[src/gtm_pkg.sv]
// Shared constants and types for the general timer slice.
// Assumes one clock domain; the register port is a plain strobe port.
package gtm_pkg;

   localparam int GTM_ADDR_W = 8;

   // Register port request from the bus master
   typedef struct packed {
      logic [GTM_ADDR_W-1:0] addr;
      logic [31:0]           wdata;
      logic                  wr;
      logic                  rd;
   } gtm_bus_req_t;

   // Register byte offsets
   localparam logic [GTM_ADDR_W-1:0] GTM_OFS_CTRL0  = 8'h00;
   localparam logic [GTM_ADDR_W-1:0] GTM_OFS_RELOAD = 8'h04;
   localparam logic [GTM_ADDR_W-1:0] GTM_OFS_COUNT  = 8'h08;
   localparam logic [GTM_ADDR_W-1:0] GTM_OFS_CHMODE = 8'h0c;
   localparam logic [GTM_ADDR_W-1:0] GTM_OFS_CAPSEL = 8'h10;
   localparam logic [GTM_ADDR_W-1:0] GTM_OFS_STATUS = 8'h14;
   localparam logic [GTM_ADDR_W-1:0] GTM_OFS_IEN    = 8'h18;
   localparam logic [GTM_ADDR_W-1:0] GTM_OFS_ICLR   = 8'h1c;
   localparam logic [GTM_ADDR_W-1:0] GTM_OFS_CCR0   = 8'h20;
   localparam int                    GTM_CCR_STRIDE = 4;

   // Field positions in timer_control_zero
   localparam int GTM_CR0_EN_POS   = 0;
   localparam int GTM_CR0_MODE_POS = 1;
   localparam int GTM_CR0_TRS_POS  = 3;
   localparam int GTM_CR0_POL_POS  = 4;
   localparam int GTM_CR0_PRS_POS  = 5;

   // Field positions in interrupt_status, interrupt_enable_reg, interrupt_clear_reg
   localparam int GTM_ST_OV_POS   = 0;
   localparam int GTM_ST_TRIG_POS = 1;
   localparam int GTM_ST_CC_POS   = 2;

   // Operating modes
   typedef enum logic [1:0] {
      GTM_MODE_TIMER   = 2'h0,
      GTM_MODE_COUNTER = 2'h1,
      GTM_MODE_TRIGGER = 2'h2,
      GTM_MODE_GATED   = 2'h3
   } gtm_mode_t;

   // Trigger source select
   localparam logic GTM_TRS_EXT     = 1'h0;
   localparam logic GTM_TRS_CASCADE = 1'h1;

   // Channel compare mode codes; a clear top bit means capture
   localparam int         GTM_CCM_OUT_POS  = 3;
   localparam int         GTM_CCM_RISE_POS = 0;
   localparam int         GTM_CCM_FALL_POS = 1;
   localparam logic [3:0] GTM_CCM_FORCE_LO = 4'h8;
   localparam logic [3:0] GTM_CCM_FORCE_HI = 4'h9;
   localparam logic [3:0] GTM_CCM_MATCH_LO = 4'ha;
   localparam logic [3:0] GTM_CCM_MATCH_HI = 4'hb;
   localparam logic [3:0] GTM_CCM_PWM_POS  = 4'he;
   localparam logic [3:0] GTM_CCM_PWM_NEG  = 4'hf;

   // Capture source codes
   localparam logic [2:0] GTM_CAP_PIN   = 3'h0;
   localparam logic [2:0] GTM_CAP_UART1 = 3'h1;
   localparam logic [2:0] GTM_CAP_VC1   = 3'h4;
   localparam logic [2:0] GTM_CAP_VC2   = 3'h5;
   localparam logic [2:0] GTM_CAP_LVD   = 3'h6;

   // Values after reset
   localparam logic [31:0] GTM_RST_RELOAD = 32'h0000ffff;

endpackage

[src/gtm_general_timer.sv]
// General timer slice: counter with timer, counter, trigger-start and gated
// modes, per-channel capture and compare/PWM outputs, register port.
// Assumes external pins are asynchronous; cascade and on-chip sources share clk.
`timescale 1ns/1ns
module gtm_general_timer #(
   parameter int CNT_W = 16,
   parameter int N_CH  = 4,
   parameter int PRS_W = 3
) (
   // Clock and reset
   input  wire logic                 clk,
   input  wire logic                 srst,
   // Register port
   input  wire gtm_pkg::gtm_bus_req_t bus,
   output logic [31:0]               rdata,
   // Trigger and gate sources
   input  wire logic                 external_trigger_input,
   input  wire logic                 cascade_input,
   // Capture sources on chip
   input  wire logic [2:0]           uart_rxd,
   input  wire logic                 voltage_comparator_one,
   input  wire logic                 voltage_comparator_two,
   input  wire logic                 low_voltage_detector,
   // Channel pins
   input  wire logic [N_CH-1:0]      channel_pin_in,
   output logic [N_CH-1:0]           channel_pin_out,
   output logic [N_CH-1:0]           channel_pin_oe,
   // Interrupt request
   output logic                      irq
);
   import gtm_pkg::*;

   localparam int DIV_W = (1 << PRS_W) - 1;
   localparam int N_ST  = GTM_ST_CC_POS + N_CH;

   generate
      if (CNT_W < 2 || CNT_W > 32 || N_CH < 1 || N_CH > 8 || PRS_W < 1 || PRS_W > 4)
      begin : g_bad_params
         $error("gtm_general_timer: unsupported parameter values");
      end
   endgenerate

   typedef struct packed {
      logic                       en;
      gtm_mode_t                  mode;
      logic                       trigger_source_signal;
      logic                       trigger_polarity;
      logic [PRS_W-1:0]           prescale_coefficient;
      logic [CNT_W-1:0]           reload;
      logic [CNT_W-1:0]           cnt;
      logic [N_CH-1:0][3:0]       channel_compare_mode;
      logic [N_CH-1:0][2:0]       capsel;
      logic [N_CH-1:0][CNT_W-1:0] ccr;
      logic [N_ST-1:0]            st;
      logic [N_ST-1:0]            ien;
      logic [N_CH-1:0]            src_prev;
      logic [N_CH-1:0]            eq_prev;
      logic [N_CH-1:0]            ch_out;
      logic                       itr_prev;
      logic [DIV_W-1:0]           div;
      logic [31:0]                rdata;
   } gtm_state_t;

   gtm_state_t r;
   gtm_state_t n;

   logic             etr_lvl;
   logic             etr_rise;
   logic             etr_fall;
   logic [N_CH-1:0]  pin_lvl;
   logic             trig_edge;
   logic             gate_act;
   logic             run;
   logic             pre_in;
   logic             tick;
   logic             wr_cnt;
   logic [DIV_W-1:0] mask;
   logic [N_CH-1:0]  cap_evt;
   logic [N_CH-1:0]  match_evt;

   function automatic logic [GTM_ADDR_W-1:0] ccr_addr(input int idx);
      ccr_addr = GTM_ADDR_W'(int'(GTM_OFS_CCR0) + idx * GTM_CCR_STRIDE);
   endfunction

   // Pin conditioning
   gtm_input_sync u_etr_sync (
      .clk    (clk),
      .srst   (srst),
      .pin_in (external_trigger_input),
      .level  (etr_lvl),
      .rise   (etr_rise),
      .fall   (etr_fall)
   );

   generate
      for (genvar g = 0; g < N_CH; g++)
      begin : g_pin
         gtm_input_sync u_ch_sync (
            .clk    (clk),
            .srst   (srst),
            .pin_in (channel_pin_in[g]),
            .level  (pin_lvl[g]),
            .rise   (),
            .fall   ()
         );
         assign channel_pin_oe[g] = r.channel_compare_mode[g][GTM_CCM_OUT_POS];
      end
   endgenerate

   // Trigger source and edge choice
   assign trig_edge = (r.trigger_source_signal == GTM_TRS_CASCADE) ? (cascade_input && !r.itr_prev)
                                                 : (r.trigger_polarity ? etr_fall : etr_rise);
   // Gate level with polarity
   assign gate_act  = etr_lvl ^ r.trigger_polarity;
   // Count enable per mode
   assign run       = r.en && (r.mode != GTM_MODE_GATED || gate_act);
   // Counter mode feeds trigger edges to the prescaler, others the clock
   assign pre_in    = (r.mode == GTM_MODE_COUNTER) ? trig_edge : 1'b1;
   assign mask      = ~({DIV_W{1'b1}} << r.prescale_coefficient);
   assign tick      = run && pre_in && ((r.div & mask) == mask);
   assign wr_cnt    = bus.wr && (bus.addr == GTM_OFS_COUNT);

   always_comb
   begin
      logic [7:0]      srcs;
      logic            src;
      logic            eq;
      logic [N_ST-1:0] set_v;
      logic [N_ST-1:0] clr_v;
      logic [31:0]     rd_v;
      srcs      = '0;
      src       = 1'b0;
      eq        = 1'b0;
      set_v     = '0;
      clr_v     = '0;
      rd_v      = '0;
      n         = r;
      cap_evt   = '0;
      match_evt = '0;

      // Software writes
      if (bus.wr)
      begin
         case (bus.addr)
            GTM_OFS_CTRL0:
            begin
               n.en   = bus.wdata[GTM_CR0_EN_POS];
               n.mode = gtm_mode_t'(bus.wdata[GTM_CR0_MODE_POS +: 2]);
               n.trigger_source_signal  = bus.wdata[GTM_CR0_TRS_POS];
               n.trigger_polarity  = bus.wdata[GTM_CR0_POL_POS];
               n.prescale_coefficient  = bus.wdata[GTM_CR0_PRS_POS +: PRS_W];
               // Software resume after a pause counts as a fresh trigger
               if (r.mode == GTM_MODE_TRIGGER && !r.en && bus.wdata[GTM_CR0_EN_POS] &&
                   bus.wdata[GTM_CR0_MODE_POS +: 2] == GTM_MODE_TRIGGER)
                  set_v[GTM_ST_TRIG_POS] = 1'b1;
            end
            GTM_OFS_RELOAD: n.reload = bus.wdata[CNT_W-1:0];
            GTM_OFS_COUNT:  n.cnt    = bus.wdata[CNT_W-1:0];
            GTM_OFS_CHMODE: n.channel_compare_mode   = bus.wdata[4*N_CH-1:0];
            GTM_OFS_CAPSEL: n.capsel = bus.wdata[3*N_CH-1:0];
            GTM_OFS_IEN:    n.ien    = bus.wdata[N_ST-1:0];
            GTM_OFS_ICLR:   clr_v    = ~bus.wdata[N_ST-1:0];
            default:        ;
         endcase
         for (int i = 0; i < N_CH; i++)
         begin
            if (bus.addr == ccr_addr(i))
               n.ccr[i] = bus.wdata[CNT_W-1:0];
         end
      end

      // Prescaler and counter
      if (run && pre_in)
         n.div = r.div + 1'b1;
      if (tick && !wr_cnt)
      begin
         if (r.cnt == r.reload)
         begin
            n.cnt                = '0;
            set_v[GTM_ST_OV_POS] = 1'b1;
         end
         else
            n.cnt = r.cnt + 1'b1;
      end

      // Trigger start: hardware enable wins over a software clear
      n.itr_prev = cascade_input;
      if (r.mode == GTM_MODE_TRIGGER && trig_edge)
      begin
         n.en                   = 1'b1;
         set_v[GTM_ST_TRIG_POS] = 1'b1;
      end

      // Channels
      for (int i = 0; i < N_CH; i++)
      begin
         srcs          = {1'b0, low_voltage_detector, voltage_comparator_two,
                          voltage_comparator_one, uart_rxd, pin_lvl[i]};
         src           = srcs[r.capsel[i]];
         n.src_prev[i] = src;
         eq            = (r.cnt == r.ccr[i]);
         n.eq_prev[i]  = eq;
         if (!r.channel_compare_mode[i][GTM_CCM_OUT_POS])
         begin
            cap_evt[i] = (src && !r.src_prev[i] && r.channel_compare_mode[i][GTM_CCM_RISE_POS]) ||
                         (!src && r.src_prev[i] && r.channel_compare_mode[i][GTM_CCM_FALL_POS]);
            if (cap_evt[i])
            begin
               n.ccr[i]                   = r.cnt;
               set_v[GTM_ST_CC_POS + i]   = 1'b1;
            end
         end
         else
         begin
            // Flag only on entering equality, so a paused counter flags once
            match_evt[i] = eq && !r.eq_prev[i];
            if (match_evt[i])
               set_v[GTM_ST_CC_POS + i] = 1'b1;
            case (r.channel_compare_mode[i])
               GTM_CCM_FORCE_LO: n.ch_out[i] = 1'b0;
               GTM_CCM_FORCE_HI: n.ch_out[i] = 1'b1;
               GTM_CCM_MATCH_LO: if (match_evt[i]) n.ch_out[i] = 1'b0;
               GTM_CCM_MATCH_HI: if (match_evt[i]) n.ch_out[i] = 1'b1;
               GTM_CCM_PWM_POS:  n.ch_out[i] = (r.cnt >= r.ccr[i]);
               GTM_CCM_PWM_NEG:  n.ch_out[i] = (r.cnt < r.ccr[i]);
               default:          ;
            endcase
         end
      end

      // Sticky flags, set beats clear
      n.st = (r.st & ~clr_v) | set_v;

      // Read data, valid only in the cycle after the strobe
      case (bus.addr)
         GTM_OFS_CTRL0:
         begin
            rd_v[GTM_CR0_EN_POS]             = r.en;
            rd_v[GTM_CR0_MODE_POS +: 2]      = r.mode;
            rd_v[GTM_CR0_TRS_POS]            = r.trigger_source_signal;
            rd_v[GTM_CR0_POL_POS]            = r.trigger_polarity;
            rd_v[GTM_CR0_PRS_POS +: PRS_W]   = r.prescale_coefficient;
         end
         GTM_OFS_RELOAD: rd_v[CNT_W-1:0]  = r.reload;
         GTM_OFS_COUNT:  rd_v[CNT_W-1:0]  = r.cnt;
         GTM_OFS_CHMODE: rd_v[4*N_CH-1:0] = r.channel_compare_mode;
         GTM_OFS_CAPSEL: rd_v[3*N_CH-1:0] = r.capsel;
         GTM_OFS_STATUS: rd_v[N_ST-1:0]   = r.st;
         GTM_OFS_IEN:    rd_v[N_ST-1:0]   = r.ien;
         default:        ;
      endcase
      for (int i = 0; i < N_CH; i++)
      begin
         if (bus.addr == ccr_addr(i))
            rd_v[CNT_W-1:0] = r.ccr[i];
      end
      n.rdata = bus.rd ? rd_v : 32'h00000000;
   end

   always_ff @(posedge clk)
   begin
      if (srst)
      begin
         r        <= '0;
         r.reload <= GTM_RST_RELOAD[CNT_W-1:0];
      end
      else
         r <= n;
   end

   assign rdata           = r.rdata;
   assign channel_pin_out = r.ch_out;
   assign irq             = |(r.st & r.ien);

   generate
      for (genvar c = 0; c < N_CH; c++)
      begin : g_chk

      end
   endgenerate
endmodule

[src/gtm_input_sync.sv]
// Pin conditioner: three-stage synchroniser with a two-sample agreement
// filter and registered edge pulses. Assumes an input from outside clk.
`timescale 1ns/1ns
module gtm_input_sync (
   // Clock and reset
   input  wire logic clk,
   input  wire logic srst,
   // Raw pin
   input  wire logic pin_in,
   // Conditioned level and one-cycle edge pulses
   output logic      level,
   output logic      rise,
   output logic      fall
);
   import gtm_pkg::*;

   typedef struct packed {
      logic s1;
      logic s2;
      logic s3;
      logic lvl;
      logic rise;
      logic fall;
   } gtm_sync_state_t;

   gtm_sync_state_t r;
   gtm_sync_state_t n;

   always_comb
   begin
      n      = r;
      n.s1   = pin_in;
      n.s2   = r.s1;
      n.s3   = r.s2;
      n.rise = 1'b0;
      n.fall = 1'b0;
      // A change counts once the second and third stages agree
      if (r.s2 == r.s3 && r.s2 != r.lvl)
      begin
         n.lvl  = r.s2;
         n.rise = r.s2;
         n.fall = !r.s2;
      end
   end

   always_ff @(posedge clk)
   begin
      if (srst)
         r <= '0;
      else
         r <= n;
   end

   assign level = r.lvl;
   assign rise  = r.rise;
   assign fall  = r.fall;

endmodule

[config.mk]
export PLATFORM = sky130hd
export DESIGN_NAME = gtm_general_timer
export DESIGN_NICKNAME = d
export VERILOG_FILES = /design/src/gtm_pkg.sv /design/src/gtm_general_timer.sv /design/src/gtm_input_sync.sv
export SDC_FILE = /design/constraint.sdc
export NUM_CORES = 1
export LEC_CHECK = 0
export ABC_CLOCK_PERIOD_IN_PS = 4400
export BUFFER_PORTS_ARGS = -buffer_cell sky130_fd_sc_hd__buf_2
export CORE_ASPECT_RATIO = 1.25
export CORE_MARGIN = 2
export CORE_UTILIZATION = 60
export CTS_CLUSTER_DIAMETER = 150
export CTS_CLUSTER_SIZE = 24
export DETAILED_ROUTE_END_ITERATION = 6
export PLACE_DENSITY = 0.8
export SYNTH_ARGS = -nofsm -noshare
export SYNTH_HDL_FRONTEND = slang
export SYNTH_SLANG_ARGS = --single-unit
export TNS_END_PERCENT = 20
[constraint.sdc]
create_clock -name clk -period 4.4 [get_ports clk]
set_clock_uncertainty 0.15 [all_clocks]
set_input_delay 1.32 -clock clk [delete_from_list [all_inputs] [get_ports clk]]
set_output_delay 1.32 -clock clk [all_outputs]
set_load 0.02 [all_outputs]
==> flow_summary.yaml <==
hold_path:
  min_path_type: "reg2reg"
  min_from: "g_pin[3].u_ch_sync.n[4]$_SDFF_PP0_"
setup_path:
  cp_slowest_cell: "nand3_2"
  crit_arrival_ps: 3630
  path_cells: "buf_2 -> nor2b_1 -> and2_1 -> nand3_2 -> mux2i_1 -> a211oi_1"
  crit_family: "simple AND/OR/NAND/NOR gates"
  reg2reg_from: "r[159]$_SDFFE_PP0P_"
  path_class: "in2reg"
  startpoint: "bus[37]"
  endpoint_kind: "flip-flop"
  crit_path_max_incr_delay_ps: 650
  crit_path_start_kind: "input pin"
  worst_ep_required_time_ps: 4640
  cp_max_fo: 22
  path_buf_inv: 1
cells_and_area:
  drive_gt1_frac: 0.110
  final_common_cell: "dfxtp_1"
  num-fill-cells: 1748
  layout_common_cells: "dfxtp_1, nor2_1, mux2i_1"
  seq_area_sq_um: 4040
  multiInputGateArea_sq_um: 7160
  fin_cells: 1673
  fin_nets: 1525
  synthToLayoutAreaGrowth_pct: 3.78
  n_antenna_cell: 0
timing:
  max_slew_margin: 0.433
  hold_viol_final: 0
  tns_ps: 0
  drv_slew: 0
  post-route-min-period_ps: 3390
  worstMarginPinSlew_ps: 850
  period_share: 0.770
  rsz0062_at_grt: "false"
  fmax_ghz: 0.295
  finalSetupViolations: 0
floorplan:
  die_w_microns: 132
  initial_core_util: 0.610
  dieHeight_microns: 163
  io_pins: 97
  rows: 58
  design.core.area_sq_um: 20000
  die-area_sq_um: 21500
power:
  cell_internal_pwr_mw: 2.45
  switching_share: 0.252
  power_frac_clock: 0.363
  pwr_density_cell_nw_per_um2: 259
  power_frac_comb: 0.073
  p_sw_mw: 0.827
  p_leak_nw: 5.43
  seqPwrFrac: 0.564
  ir_drop_mv: 0.344
clocking:
  clk_path_buf_depth: 3
  cts_tree: "built"
  numCtsBuffers: 12
  cts.root.buffer_cell: "clkbuf_16"
  cts_resized: 0
  clkTransAtPathRegs_ps: 100
  ctsHoldBuffers: 0
  cts-htree-levels: 1
  cts_sinks: 202
  post_cts_buffers: 0
  clkLatencyLatePin_ps: 490
grt:
  antenna_found_initial: 0
  grt_max_degree: 103
  grt_overflow: 0
  grt_pass1_wl_microns: 56500
  grt_pass1_vias: 10500
  grt_usage: 0.330
synthesis:
  ys_warn_count: 0
  netlist_top_cells_area: "dfxtp_1, mux2i_1, ha_1"
  synth_top_area_share: 0.331
  synthesis.area_sq_um: 12200
  synthFlopType: "dfxtp_1"
  synth-edff-count: 0
  netlist_instances: 1429
  async_flop_share: 0
  yosysTopAreaCell: "dfxtp_1"
  synth_seq_cells: 202
  synth_area_per_cell_sq_um: 8.54
  ys_types: 79
  yosysSeqAreaShare: 0.331
route:
  drt_iter0_drc: 1164
  wirelength_microns: 36000
  vias: 10900
  wire_per_inst_microns: 21.5
  postRouteAntennaNets: 0
  via_per_inst: 6.53
  first_pass_iters: 5
  drc: 0
placed_design:
  gp_congestion: 0.951
  portBuffers: 64
  dp_cells: 1659
  dp_hpwl_microns: 25500
run_status:
  outcome: "completed"
flow_run:
  drv_cap: 0
[cells by family after synthesis]
| group | count (synthesis) | share of synthesized area |
|---|---|---|
| AOI/OAI and AO/OA | 334 | 0.183 |
| xor gates and xnor gates | 25 | 0.0179 |
| adders and majority gates | 66 | 0.0676 |
| buffers and inverters | 215 | 0.0891 |
| DFF | 202 | 0.331 |
| muxes | 136 | 0.126 |
| other | 1 | 0.000307 |
| and+or+nand+nor | 450 | 0.185 |
[metal layers]
layer,vias up,global-route usage,share of wire
li1,4994,-,-
met2,564,0.546,0.46
met3,155,0.0540,0.079
met4,0,0.211,0.072
met1,5209,0.400,0.39
met5,-,0,0
[synthesized netlist by cell type, types with 5 or more instances]
cell / instances
nand3_1: 15
clkbuf_1: 49
mux2i_1: 113
mux2_2: 9
a22o_1: 6
nand3b_1: 7
a31oi_1: 13
nor3_1: 14
or4_1: 5
nand2b_1: 7
and4_1: 7
a22oi_1: 16
nor3b_1: 11
dfxtp_1: 202
xor2_1: 22
o221a_2: 5
buf_1: 10
buf_2: 35
nor2b_1: 45
ha_1: 66
nand4_1: 21
nor2_1: 178
a21oi_1: 79
inv_1: 68
a2bb2oi_1: 5
a21o_1: 6
a211oi_1: 68
a32oi_1: 8
nor4_1: 8
buf_4: 44
nand2_1: 89
nand3_2: 6
or3_1: 5
and3_1: 5
o21ai_0: 64
mux4_2: 12
o211ai_1: 9
a211o_1: 18
[area by class of cell]
cell class / count / area share
clock buffers: 13 / 0.0257
clock inverters: 1 / 0.00128
inverters: 68 / 0.0201
multi-input cells: 1027 / 0.565
flip-flops and latches: 202 / 0.319
well taps: 270 / 0.0267
repair buffers: 92 / 0.0424
[sequential cells by signal, summed over array words and instances, names as in the netlist]
signal and count:
u_etr_sync.rise 1, g_pin.u_ch_sync.r 4, channel_pin_out 4, channel_pin_oe 4
rdata 16, u_etr_sync.n 2, u_etr_sync.fall 1, g_pin.u_ch_sync.level 4
u_etr_sync.level 1, g_pin.u_ch_sync.n 8, u_etr_sync.r 1, r 156
[worst paths after layout]
check,end,slack (ps),cells past startpoint
setup / recovery,r[103]$_SDFF_PP0_,1010,6
hold / removal,g_pin[3].u_ch_sync.n[3]$_SDFF_PP0_,290,1
setup reg to reg,r[157]$_SDFFE_PP0P_,1350,7
hold reg to reg,g_pin[3].u_ch_sync.n[3]$_SDFF_PP0_,290,1
[power groups by stage]
stage	sequential, mW	combinational, mW	clock [mW]
detailed placement	1.89	0.232	0
global route	1.85	0.252	1.26
finish	1.85	0.241	1.19
floorplan	1.89	0.167	0
global placement	1.89	0.228	0
CTS	1.85	0.233	1.19
[metrics by stage]
step	hold WS (ps)	setup WS, ps	util	power, mW	area, sq um
after global placement	271	757	0.616	2.12	12300
final	293	1010	0.633	3.28	12700
after CTS	297	1120	0.633	3.27	12700
after global routing	316	994	0.633	3.36	12700
after floorplan	264	1300	-	2.05	12300
after detailed placement	275	650	0.616	2.12	12300
Power figures use the tool's default switching activity.
